File: config.mk
export PLATFORM = sky130hd
export DESIGN_NAME = ptab_ctrl
export DESIGN_NICKNAME = d
export VERILOG_FILES = /design/src/ptab_pkg.sv /design/src/ptab_timer.sv /design/src/ptab_ctrl.sv
export VERILOG_INCLUDE_DIRS = /design/src
export SDC_FILE = /design/constraint.sdc
export NUM_CORES = 1
export LEC_CHECK = 0
export BUFFER_PORTS_ARGS = -buffer_cell sky130_fd_sc_hd__buf_2
export CAP_MARGIN = 20
export CORE_MARGIN = 8
export CORE_UTILIZATION = 58
export CTS_CLUSTER_DIAMETER = 100
export DETAILED_ROUTE_END_ITERATION = 10
export GPL_TIMING_DRIVEN = 0
export PLACE_DENSITY = 0.86
export SETUP_SLACK_MARGIN = 0.05
export SLEW_MARGIN = 20
export SYNTH_ARGS = -nofsm -noshare
export SYNTH_HDL_FRONTEND = slang
export SYNTH_HIERARCHICAL = 1
export SYNTH_SLANG_ARGS = --single-unit
File: constraint.sdc
create_clock -name clk_sys_in -period 3.4 [get_ports clk_sys_in]
set_clock_uncertainty 0.1 [all_clocks]
set_input_delay 0.34 -clock clk_sys_in [delete_from_list [all_inputs] [get_ports clk_sys_in]]
set_output_delay 0.34 -clock clk_sys_in [all_outputs]
set_load 0.01 [all_outputs]
File: src/ptab_map.svh
// Offsets, field positions, reset values and timing counts of the table access block
`ifndef PTAB_MAP_SVH
`define PTAB_MAP_SVH

// Register select codes on the core's special-function port
`define PTAB_SEL_CONTROL   3'h0
`define PTAB_SEL_KEY       3'h1
`define PTAB_SEL_EEADDR    3'h2
`define PTAB_SEL_EEVALUE   3'h3
`define PTAB_SEL_LATCH     3'h4
`define PTAB_SEL_PTR_UP    3'h5
`define PTAB_SEL_PTR_HI    3'h6
`define PTAB_SEL_PTR_LO    3'h7

// Control register field positions
`define PTAB_BIT_RD        0
`define PTAB_BIT_WR        1
`define PTAB_BIT_WRITE_ENABLE_BIT      2
`define PTAB_BIT_ERR       3
`define PTAB_BIT_ERASE     4
`define PTAB_BIT_CFG       6
`define PTAB_BIT_MEM       7

// Unlock key bytes
`define PTAB_KEY_FIRST     8'h55
`define PTAB_KEY_SECOND    8'hAA

// Holding register erased value
`define PTAB_HOLD_RESET    8'hFF

// Self-timed cycle: about 2 ms at 200 MHz
`define PTAB_PROG_TIME_US  2000
`define PTAB_CLK_MHZ       200
`define PTAB_PROG_CYCLES   (`PTAB_PROG_TIME_US * `PTAB_CLK_MHZ)

`endif

File: src/ptab_pkg.sv
// Types shared by the table access block
package ptab_pkg;

    // Pointer update behaviour of a table instruction
    typedef enum logic [1:0] {
        PTAB_PTR_KEEP,
        PTAB_PTR_POST_INC,
        PTAB_PTR_POST_DEC,
        PTAB_PTR_PRE_INC
    } ptab_ptr_mode_e;

    // Unlock sequence progress
    typedef enum logic [1:0] {
        PTAB_KEY_IDLE,
        PTAB_KEY_GOT_FIRST,
        PTAB_KEY_ARMED
    } ptab_key_e;

    // Self-timed operation progress
    typedef enum logic [1:0] {
        PTAB_OP_IDLE,
        PTAB_OP_BUSY,
        PTAB_OP_DONE
    } ptab_op_e;

endpackage

File: src/ptab_timer.sv
// Self-timed programming timer for the table access block
`timescale 1ns/1ps
`default_nettype none

module ptab_timer #(
    parameter int unsigned CYCLES = 400000      // Length of a long write
) (
    input  wire logic clk_sys_in,               // System clock
    input  wire logic rst_in,                   // Synchronous reset
    input  wire logic start_in,                 // Begin a timed cycle
    output logic      busy_out,                 // Timer running
    output logic      done_out                  // One-cycle expiry pulse
);

    // All timer state in one struct
    typedef struct packed {
        logic [31:0] count;                     // Cycles left
        logic        busy;                      // Running
        logic        done;                      // Expiry pulse
    } ptab_tmr_s;

    ptab_tmr_s tmr_q;                            // Registered state
    ptab_tmr_s tmr_d;                            // Next state

    ////////////////////////////////////////////////////////////////////////
    // Countdown; nobody outside times the cycle
    always_comb begin
        tmr_d      = tmr_q;
        tmr_d.done = 1'b0;
        if (!tmr_q.busy && start_in) begin
            tmr_d.busy  = 1'b1;
            tmr_d.count = 32'(CYCLES - 1);
        end else if (tmr_q.busy) begin
            if (tmr_q.count == 32'h0) begin
                tmr_d.busy = 1'b0;
                tmr_d.done = 1'b1;
            end else begin
                tmr_d.count = tmr_q.count - 32'h1;
            end
        end
    end

    // State register
    always_ff @(posedge clk_sys_in) begin
        if (rst_in) begin
            tmr_q <= '0;
        end else begin
            tmr_q <= tmr_d;
        end
    end

    assign busy_out = tmr_q.busy;
    assign done_out = tmr_q.done;

endmodule

`default_nettype wire

File: src/ptab_ctrl.sv
// Table read/write, unlock and self-timed program control for the core
// Behaviour
// Read bytes, program 8, erase 64
// No bulk erase from the core
// Stall fetch during flash or config write or erase
// Internal timer ends every long cycle
// Table read uses all 22 pointer bits
// Table write fills holding register only
// Core keeps code writes word aligned
// Key port stores nothing, reads zero
// Memory select: 0 EEPROM, 1 flash
// Configuration select overrides memory select
// Erase bit erases row, cleared after
// Writes need enable bit, reset zero
// Error flag on aborted write, selects kept
// Write bit set-only, hardware clears
// Completion sets done flag, software clears
// Read bit one-cycle EEPROM read, guarded
// Table latch is 8-bit register
// Three bytes form 22-bit pointer
// Four pointer modes, low 21 bits
// Low three bits pick holding register
// Bits 21:3 pick programmed block
// Bits 21:6 pick erased row
// Key 55h then AAh before start
// Enable must precede write bit
// Holding bytes reset FFh, FFh keeps
// Registers frozen while cycle runs
`timescale 1ns/1ps
`default_nettype none
`include "ptab_map.svh"

module ptab_ctrl (
    input  wire logic        clk_sys_in,        // System clock
    input  wire logic        rst_in,            // Synchronous reset
    input  wire logic        por_in,            // Reset came from power-up
    // Special-function register port
    input  wire logic [2:0]  sfr_sel_in,        // Register select
    input  wire logic        sfr_wr_in,         // Write strobe
    input  wire logic [7:0]  sfr_wdata_in,      // Write data
    output logic      [7:0]  sfr_rdata_out,     // Read data
    // Table instruction port
    input  wire logic        tbl_rd_in,         // Table read strobe
    input  wire logic        tbl_wr_in,         // Table write strobe
    input  wire logic [1:0]  tbl_mode_in,       // Pointer behaviour
    // Program / configuration / EEPROM arrays
    output logic      [21:0] mem_addr_out,      // Array byte address
    input  wire logic [7:0]  mem_rdata_in,      // Array read byte
    input  wire logic [7:0]  ee_rdata_in,       // EEPROM read byte
    output logic             ee_rd_out,         // EEPROM read pulse
    output logic      [7:0]  ee_addr_out,       // EEPROM byte address
    output logic      [7:0]  ee_wdata_out,      // EEPROM write byte
    output logic             prog_out,          // Long write in flight
    output logic             prog_erase_out,    // Long cycle is row erase
    output logic      [1:0]  prog_target_out,   // 0 EEPROM,1 flash,2 cfg
    output logic      [63:0] prog_data_out,     // Holding bytes, FFh keep
    // Core and flag
    output logic             fetch_stall_out,   // Halt instruction fetch
    output logic             done_flag_set_out  // Set write done flag
);

    ////////////////////////////////////////////////////////////////////////
    // State
    typedef struct packed {
        logic [7:0]  ctrl;                      // Control register
        logic [7:0]  eeaddr;                    // EEPROM address
        logic [7:0]  eevalue;                   // EEPROM value
        logic [7:0]  latch;                     // Table latch
        logic [21:0] ptr;                       // Table pointer
        logic [63:0] hold;                      // Eight holding bytes
        logic        write_enable_bit_old;                  // Enable held before write
        logic        erase_op;                  // Running cycle erases
        logic [1:0]  target;                    // Running cycle target
        logic [21:0] op_addr;                   // Running cycle address
        logic        ee_rd;                     // EEPROM read pulse
        logic        done_set;                  // Done flag pulse
        ptab_pkg::ptab_key_e key;               // Unlock progress
        ptab_pkg::ptab_op_e  op;                // Cycle progress
    } ptab_ctrl_s;

    ptab_ctrl_s st_q;                            // Registered state
    ptab_ctrl_s st_d;                            // Next state
    logic       tmr_busy;                        // Timer running
    logic       tmr_done;                        // Timer expired
    logic       start;                           // Launch a long cycle

    // Target decode: configuration wins over memory select
    function automatic logic [1:0] target_of(input logic [7:0] c);
        if (c[`PTAB_BIT_CFG]) begin
            target_of = 2'h2;
        end else if (c[`PTAB_BIT_MEM]) begin
            target_of = 2'h1;
        end else begin
            target_of = 2'h0;
        end
    endfunction

    // Pointer step on the low 21 bits only; top bit stays put
    function automatic logic [21:0] step(input logic [21:0] p,
                                         input logic        up);
        step = {p[21], up ? p[20:0] + 21'h1 : p[20:0] - 21'h1};
    endfunction

    ////////////////////////////////////////////////////////////////////////
    // Programming timer
    ptab_timer #(
        .CYCLES (`PTAB_PROG_CYCLES)
    ) u_timer (
        .clk_sys_in (clk_sys_in),
        .rst_in     (rst_in),
        .start_in   (start),
        .busy_out   (tmr_busy),
        .done_out   (tmr_done)
    );

    ////////////////////////////////////////////////////////////////////////
    // Next-state logic
    always_comb begin
        logic [21:0] rptr;
        logic [7:0]  w;
        logic        busy;
        rptr     = st_q.ptr;
        w        = sfr_wdata_in;
        busy     = (st_q.op != ptab_pkg::PTAB_OP_IDLE);
        st_d     = st_q;
        start    = 1'b0;
        st_d.ee_rd    = 1'b0;
        st_d.done_set = 1'b0;
        st_d.write_enable_bit_old = st_q.ctrl[`PTAB_BIT_WRITE_ENABLE_BIT];

        // Control-space writes are frozen while a cycle runs
        if (sfr_wr_in && !busy) begin
            // Any write other than the key breaks the unlock sequence
            if (sfr_sel_in != `PTAB_SEL_KEY) begin
                st_d.key = ptab_pkg::PTAB_KEY_IDLE;
            end
            unique case (sfr_sel_in)
                `PTAB_SEL_CONTROL: begin
                    // Plain bits; error flag is hardware only
                    st_d.ctrl[`PTAB_BIT_MEM]   = w[`PTAB_BIT_MEM];
                    st_d.ctrl[`PTAB_BIT_CFG]   = w[`PTAB_BIT_CFG];
                    st_d.ctrl[`PTAB_BIT_ERASE] = w[`PTAB_BIT_ERASE];
                    st_d.ctrl[`PTAB_BIT_WRITE_ENABLE_BIT]  = w[`PTAB_BIT_WRITE_ENABLE_BIT];
                    // Read bit: set only, blocked for flash/config
                    if (w[`PTAB_BIT_RD] && !w[`PTAB_BIT_MEM] &&
                        !w[`PTAB_BIT_CFG]) begin
                        st_d.ee_rd = 1'b1;
                    end
                    // Write bit: set only, never cleared here
                    if (w[`PTAB_BIT_WR]) begin
                        if (st_q.key == ptab_pkg::PTAB_KEY_ARMED &&
                            st_q.write_enable_bit_old &&
                            st_q.ctrl[`PTAB_BIT_WRITE_ENABLE_BIT]) begin
                            st_d.ctrl[`PTAB_BIT_WR]  = 1'b1;
                            st_d.ctrl[`PTAB_BIT_ERR] = 1'b1;
                            st_d.op       = ptab_pkg::PTAB_OP_BUSY;
                            st_d.target   = target_of(w);
                            st_d.erase_op = w[`PTAB_BIT_ERASE];
                            // Row or block address; low bits ignored
                            st_d.op_addr  = w[`PTAB_BIT_ERASE] ?
                                {st_q.ptr[21:6], 6'h00} :
                                {st_q.ptr[21:3], 3'h0};
                            start = 1'b1;
                        end else begin
                            st_d.ctrl[`PTAB_BIT_ERR] = 1'b1;
                        end
                    end
                end
                `PTAB_SEL_KEY: begin
                    // Nothing stored, only sequence progress
                    if (w == `PTAB_KEY_FIRST) begin
                        st_d.key = ptab_pkg::PTAB_KEY_GOT_FIRST;
                    end else if (w == `PTAB_KEY_SECOND &&
                        st_q.key == ptab_pkg::PTAB_KEY_GOT_FIRST) begin
                        st_d.key = ptab_pkg::PTAB_KEY_ARMED;
                    end else begin
                        st_d.key = ptab_pkg::PTAB_KEY_IDLE;
                    end
                end
                `PTAB_SEL_EEADDR: st_d.eeaddr  = w;
                `PTAB_SEL_EEVALUE: st_d.eevalue = w;
                `PTAB_SEL_LATCH:  st_d.latch   = w;
                `PTAB_SEL_PTR_UP: st_d.ptr[21:16] = w[5:0];
                `PTAB_SEL_PTR_HI: st_d.ptr[15:8]  = w;
                `PTAB_SEL_PTR_LO: st_d.ptr[7:0]   = w;
            endcase
        end

        // One-cycle EEPROM read lands in the value register
        if (st_q.ee_rd) begin
            st_d.eevalue = ee_rdata_in;
        end

        // Table instructions; ignored while the array is busy
        if ((tbl_rd_in || tbl_wr_in) && !busy) begin
            if (tbl_mode_in == 2'(ptab_pkg::PTAB_PTR_PRE_INC)) begin
                rptr = step(st_q.ptr, 1'b1);
            end
            if (tbl_rd_in) begin
                st_d.latch = mem_rdata_in;
            end else begin
                // Latch goes to the holding slot, not the array
                st_d.hold[rptr[2:0]*8 +: 8] = st_q.latch;
            end
            unique case (ptab_pkg::ptab_ptr_mode_e'(tbl_mode_in))
                ptab_pkg::PTAB_PTR_KEEP:     st_d.ptr = st_q.ptr;
                ptab_pkg::PTAB_PTR_POST_INC: st_d.ptr = step(st_q.ptr, 1'b1);
                ptab_pkg::PTAB_PTR_POST_DEC: st_d.ptr = step(st_q.ptr, 1'b0);
                ptab_pkg::PTAB_PTR_PRE_INC:  st_d.ptr = rptr;
            endcase
        end

        // Completion of the timed cycle
        if (st_q.op == ptab_pkg::PTAB_OP_BUSY && tmr_done) begin
            st_d.op = ptab_pkg::PTAB_OP_DONE;
        end
        if (st_q.op == ptab_pkg::PTAB_OP_DONE) begin
            st_d.op = ptab_pkg::PTAB_OP_IDLE;
            st_d.ctrl[`PTAB_BIT_WR]    = 1'b0;
            st_d.ctrl[`PTAB_BIT_ERR]   = 1'b0;
            st_d.ctrl[`PTAB_BIT_ERASE] = 1'b0;
            st_d.done_set = 1'b1;
            // Holding bytes return to the keep value
            st_d.hold = {8{`PTAB_HOLD_RESET}};
        end
    end

    ////////////////////////////////////////////////////////////////////////
    // State register; a non-power-up reset mid-cycle leaves the error flag up
    always_ff @(posedge clk_sys_in) begin
        if (rst_in) begin
            st_q      <= '0;
            st_q.hold <= {8{`PTAB_HOLD_RESET}};
            // Other resets keep selects for tracing, flag aborted cycle
            if (!por_in) begin
                st_q.ctrl[`PTAB_BIT_MEM] <= st_q.ctrl[`PTAB_BIT_MEM];
                st_q.ctrl[`PTAB_BIT_CFG] <= st_q.ctrl[`PTAB_BIT_CFG];
                st_q.ctrl[`PTAB_BIT_ERR] <= st_q.ctrl[`PTAB_BIT_ERR] ||
                    (st_q.op != ptab_pkg::PTAB_OP_IDLE);
            end
        end else begin
            st_q <= st_d;
        end
    end

    ////////////////////////////////////////////////////////////////////////
    // Register read mux
    always_comb begin
        unique case (sfr_sel_in)
            `PTAB_SEL_CONTROL: sfr_rdata_out = {st_q.ctrl[7:6], 1'b0,
                                                st_q.ctrl[4:1], 1'b0};
            `PTAB_SEL_KEY:     sfr_rdata_out = 8'h00;
            `PTAB_SEL_EEADDR:  sfr_rdata_out = st_q.eeaddr;
            `PTAB_SEL_EEVALUE: sfr_rdata_out = st_q.eevalue;
            `PTAB_SEL_LATCH:   sfr_rdata_out = st_q.latch;
            `PTAB_SEL_PTR_UP:  sfr_rdata_out = {2'h0, st_q.ptr[21:16]};
            `PTAB_SEL_PTR_HI:  sfr_rdata_out = st_q.ptr[15:8];
            `PTAB_SEL_PTR_LO:  sfr_rdata_out = st_q.ptr[7:0];
        endcase
    end

    ////////////////////////////////////////////////////////////////////////
    // Array side; only row-sized erases exist here, never bulk
    // Pre-increment read must see the stepped pointer this cycle
    assign mem_addr_out = (st_q.op != ptab_pkg::PTAB_OP_IDLE) ?
                          st_q.op_addr :
                          (tbl_rd_in && tbl_mode_in == 2'h3) ?
                          step(st_q.ptr, 1'b1) : st_q.ptr;
    assign prog_out          = tmr_busy;
    assign prog_erase_out    = st_q.erase_op;
    assign prog_target_out   = st_q.target;
    assign prog_data_out     = st_q.hold;
    assign ee_rd_out         = st_q.ee_rd;
    assign ee_addr_out       = st_q.eeaddr;
    assign ee_wdata_out      = st_q.eevalue;
    // Flash busy means no fetch; EEPROM writes let code run
    assign fetch_stall_out   = (st_q.op != ptab_pkg::PTAB_OP_IDLE) &&
                               (st_q.target != 2'h0);
    assign done_flag_set_out = st_q.done_set;

endmodule

`default_nettype wire

==> flow_summary.json <==
{
  "hold_viol": 0,
  "layout.cells.non_filler": 1644,
  "ant_nets": 0,
  "synthToLayoutAreaGrowth_pct": 17.53,
  "use_met2_pct": 45.28,
  "synth_ff_type": "dfxtp_1",
  "max_cap_violations": 0,
  "holdPathEnd": "ee_wdata_out[6]",
  "synth_edf_count": 3,
  "nFillCells": 1411,
  "synth_cells": 1241,
  "final_design_area_no_fill_sq_um": 11750,
  "period_needed_ns": 3.201,
  "use_met3_pct": 7.659,
  "reg2reg_from": "st_q[1]",
  "coreArea_sq_um": 17060,
  "grt_pass1_wl_mm": 51.63,
  "grt_usage_pct": 29.41,
  "cts_tree": "built",
  "drv_slew": 0,
  "setup_violations": 0,
  "grt_overflow": 0,
  "ff2ff_path_depth": 12,
  "whs_ns": 0.02857,
  "syn-cell-area_sq_um": 10000,
  "vias": 10240,
  "cts_buffers": 17,
  "via_per_inst": 6.226,
  "async_flop_share_pct": 0,
  "arrival_ns": 3.42,
  "regArea_sq_um": 3615,
  "cp_cell_sequence": "buf_2, or3b_1, buf_2, nor3_2, nand3_4, inv_2, buf_2, nand2b_1, nand2b_1, clkbuf_2, clkbuf_2, nor2_1",
  "antenna_found_initial": 0,
  "postPlaceCellArea_sq_um": 11010,
  "gr-usage-met1_pct": 38.78,
  "dr.first_iter.drc_count": 1342,
  "p_per_area_nw_per_um2": 449.9,
  "hold_path.class": "input port to flop",
  "reg2reg_to": "u_timer/tmr_q[29]",
  "finalPower_mw": 5.288,
  "min_from": "ee_rdata_in[6]",
  "grt.busiest_layer": "met2",
  "endpoint_kind": "flop",
  "required_ns": 3.62,
  "fin_crit_sh_pct": 94.14,
  "die_y_microns": 147.3,
  "ys_seq_area_share_pct": 36.14,
  "gp_congestion": 0.9993,
  "r2r_slack_ns": 0.20,
  "antenna_cells": 0,
  "io_pins": 152,
  "grt_max_degree": 19,
  "htreeDepth": 4,
  "die_area_sq_um": 21700,
  "cp_slowest_stage_delay_ns": 0.36,
  "drc": 0,
  "min_path_cells": 3,
  "worstSetupPathType": "flop to flop",
  "drive_gt1_share_pct": 23.89,
  "start_util_pct": 58.63,
  "place_inst": 1611,
  "portBuffers": 145,
  "cts_sinks": 179,
  "cp-start-kind": "flop",
  "nNetsFinal": 1447,
  "rsz0062_at_grt": "no",
  "tightest_slew_ns": 0.7744,
  "cpMostUsedCell": "buf_2",
  "yosys_warnings": 6,
  "clock-root-buffer": "clkbuf_16",
  "relSlewSlack_pct": 47.95,
  "ir_worst_vdd_mv": 0.3711,
  "wl_mm": 33.14,
  "max_freq_mhz": 312.4,
  "syn_avg_cell_area_sq_um": 8.058,
  "grt_pass1_vias": 9443,
  "dp_hpwl_mm": 24.14,
  "wire_per_inst_microns": 20.16,
  "p_leak_nw": 5.038,
  "clk_path_buf_depth": 2,
  "crit_fanout": 11,
  "clk_pin_slew_worst_paths_ns": 0.08,
  "cpMaxStageDelayCell": "nor3_2",
  "num_rows": 48,
  "ys_types": 83,
  "firstDrtPassIters": 10,
  "die_w_microns": 147.3,
  "setup_tns_ns": 0,
  "clk_latency_ns": 0.44,
  "synth_seq_cells": 179,
  "synth_nets": 1282,
  "status": "finished clean",
  "multi_input_area_sq_um": 5403
}
[worst max-delay path: cells and delay by family, from the launching register on]
family	cells	cell delay [ns]
and+or+nand+nor	6	1.34
DFF	1	0.31
buffers and inverters	6	1.35
[how the worst max path moves through the flow]
stage / start / end / cells after the start
6_report: st_q[1] / u_timer/tmr_q[29] / 12
5_1_grt: st_q[96] / flop / 12
4_1_cts: st_q[1] / u_timer/tmr_q[29] / 12
3_5_place_dp: st_q[1] / u_timer/tmr_q[29] / 12
3_3_place_gp: sfr_wr_in / u_timer/tmr_q[29] / 12
2_1_floorplan: tbl_mode_in[0] / flop / 12
[cell families after synthesis]
group           share of synthesized area, %
compound gates                         19.07
xor+xnor                               2.715
fa+ha+maj                             0.7507
buf+inv                                10.55
flops                                  36.14
mux                                    5.443
simple gates                           25.34
[cell type report]
type	count	area share (%)
Clock buffer	19	3.865
Timing Repair Buffer	146	6.239
Inverter	16	0.5110
Tap cell	225	2.395
Clock inverter	13	1.725
Buffer	171	8.538
Sequential cell	179	30.76
Multi-Input combinational cell	875	45.97
[routing by layer]
| layer | vias to the layer above | routed length (microns) | part of all wire, % |
|---|---|---|---|
| li1 | 4715 | - | - |
| met1 | 4733 | 13850 | 42 |
| met2 | 665 | 14490 | 44 |
| met3 | 122 | 3612 | 11 |
| met4 | 0 | 1190 | 3.6 |
| met5 | - | 0 | 0 |
[power by group]
part	switching [mW]	internal, mW
Sequential	0.0505	2.16
Combinational	0.554	0.317
Clock	0.964	1.25
[cell usage in the layout, fill, tap and decap left out, types with 18 or more instances in the layout]
master     instances
nor2_1           101
clkbuf_1          53
nor3_1            19
or3_1             25
a21oi_1           84
mux2i_1           45
o211ai_1          46
nand2b_1          25
nand3_1           28
or4_1             21
clkbuf_16         18
o21ai_0           45
dfxtp_1          175
buf_4             85
nand2_1          183
buf_2            168
[synth_stat cells (3+ instances only)]
master | count | area [sq um]
a21o_1 | 3 | 22.52
inv_1 | 15 | 56.30
a32oi_1 | 3 | 26.28
o211ai_1 | 46 | 345.3
a211oi_1 | 13 | 97.59
a31oi_1 | 11 | 68.82
and3_1 | 9 | 56.30
o41ai_1 | 3 | 26.28
edfxtp_1 | 3 | 90.09
clkbuf_1 | 57 | 214.0
a41oi_1 | 3 | 26.28
o31ai_1 | 17 | 127.6
nand4_1 | 12 | 75.07
a22oi_1 | 6 | 45.04
o311ai_0 | 16 | 140.1
or4_4 | 3 | 33.78
mux2i_1 | 45 | 450.4
or3_1 | 25 | 156.4
o21ai_0 | 45 | 225.2
buf_2 | 24 | 120.1
buf_1 | 5 | 18.77
or2_2 | 8 | 50.05
a21oi_1 | 84 | 420.4
nor2b_1 | 8 | 50.05
nand2b_1 | 25 | 156.4
nor3_1 | 20 | 100.1
or4_1 | 21 | 157.7
nor4_2 | 4 | 50.05
buf_4 | 84 | 630.6
nand3_1 | 32 | 160.2
a22o_1 | 3 | 26.28
nor3b_1 | 5 | 37.54
a21boi_0 | 3 | 22.52
mux2_2 | 4 | 45.04
nand2_1 | 184 | 690.7
nor2_1 | 101 | 379.1
dfxtp_1 | 176 | 3523
ha_1 | 6 | 75.07
xnor2_1 | 15 | 131.4
nor4_1 | 14 | 87.58
a2111oi_0 | 3 | 26.28
nand3b_1 | 8 | 60.06
o22ai_1 | 3 | 18.77
xor2_1 | 16 | 140.1
[repair_timing]
item,4_1_cts,5_1_grt
resized for setup,5,19
setup buffers,0,1
endpoints found under the hold margin,0,0
setup endpoints to repair,36,63
pin swaps,0,2
hold buffers,0,0
[per-stage QoR]
stage                     setup slack (ns)  utilization [%]
after floorplan                     0.4474                -
after global placement             -0.2453            64.53
after detailed placement           -0.2400            64.53
after CTS                          0.05530            68.53
after global routing               0.04028            68.90
final                               0.1992            68.90
Note: power is estimated with default switching activity, not from simulation.
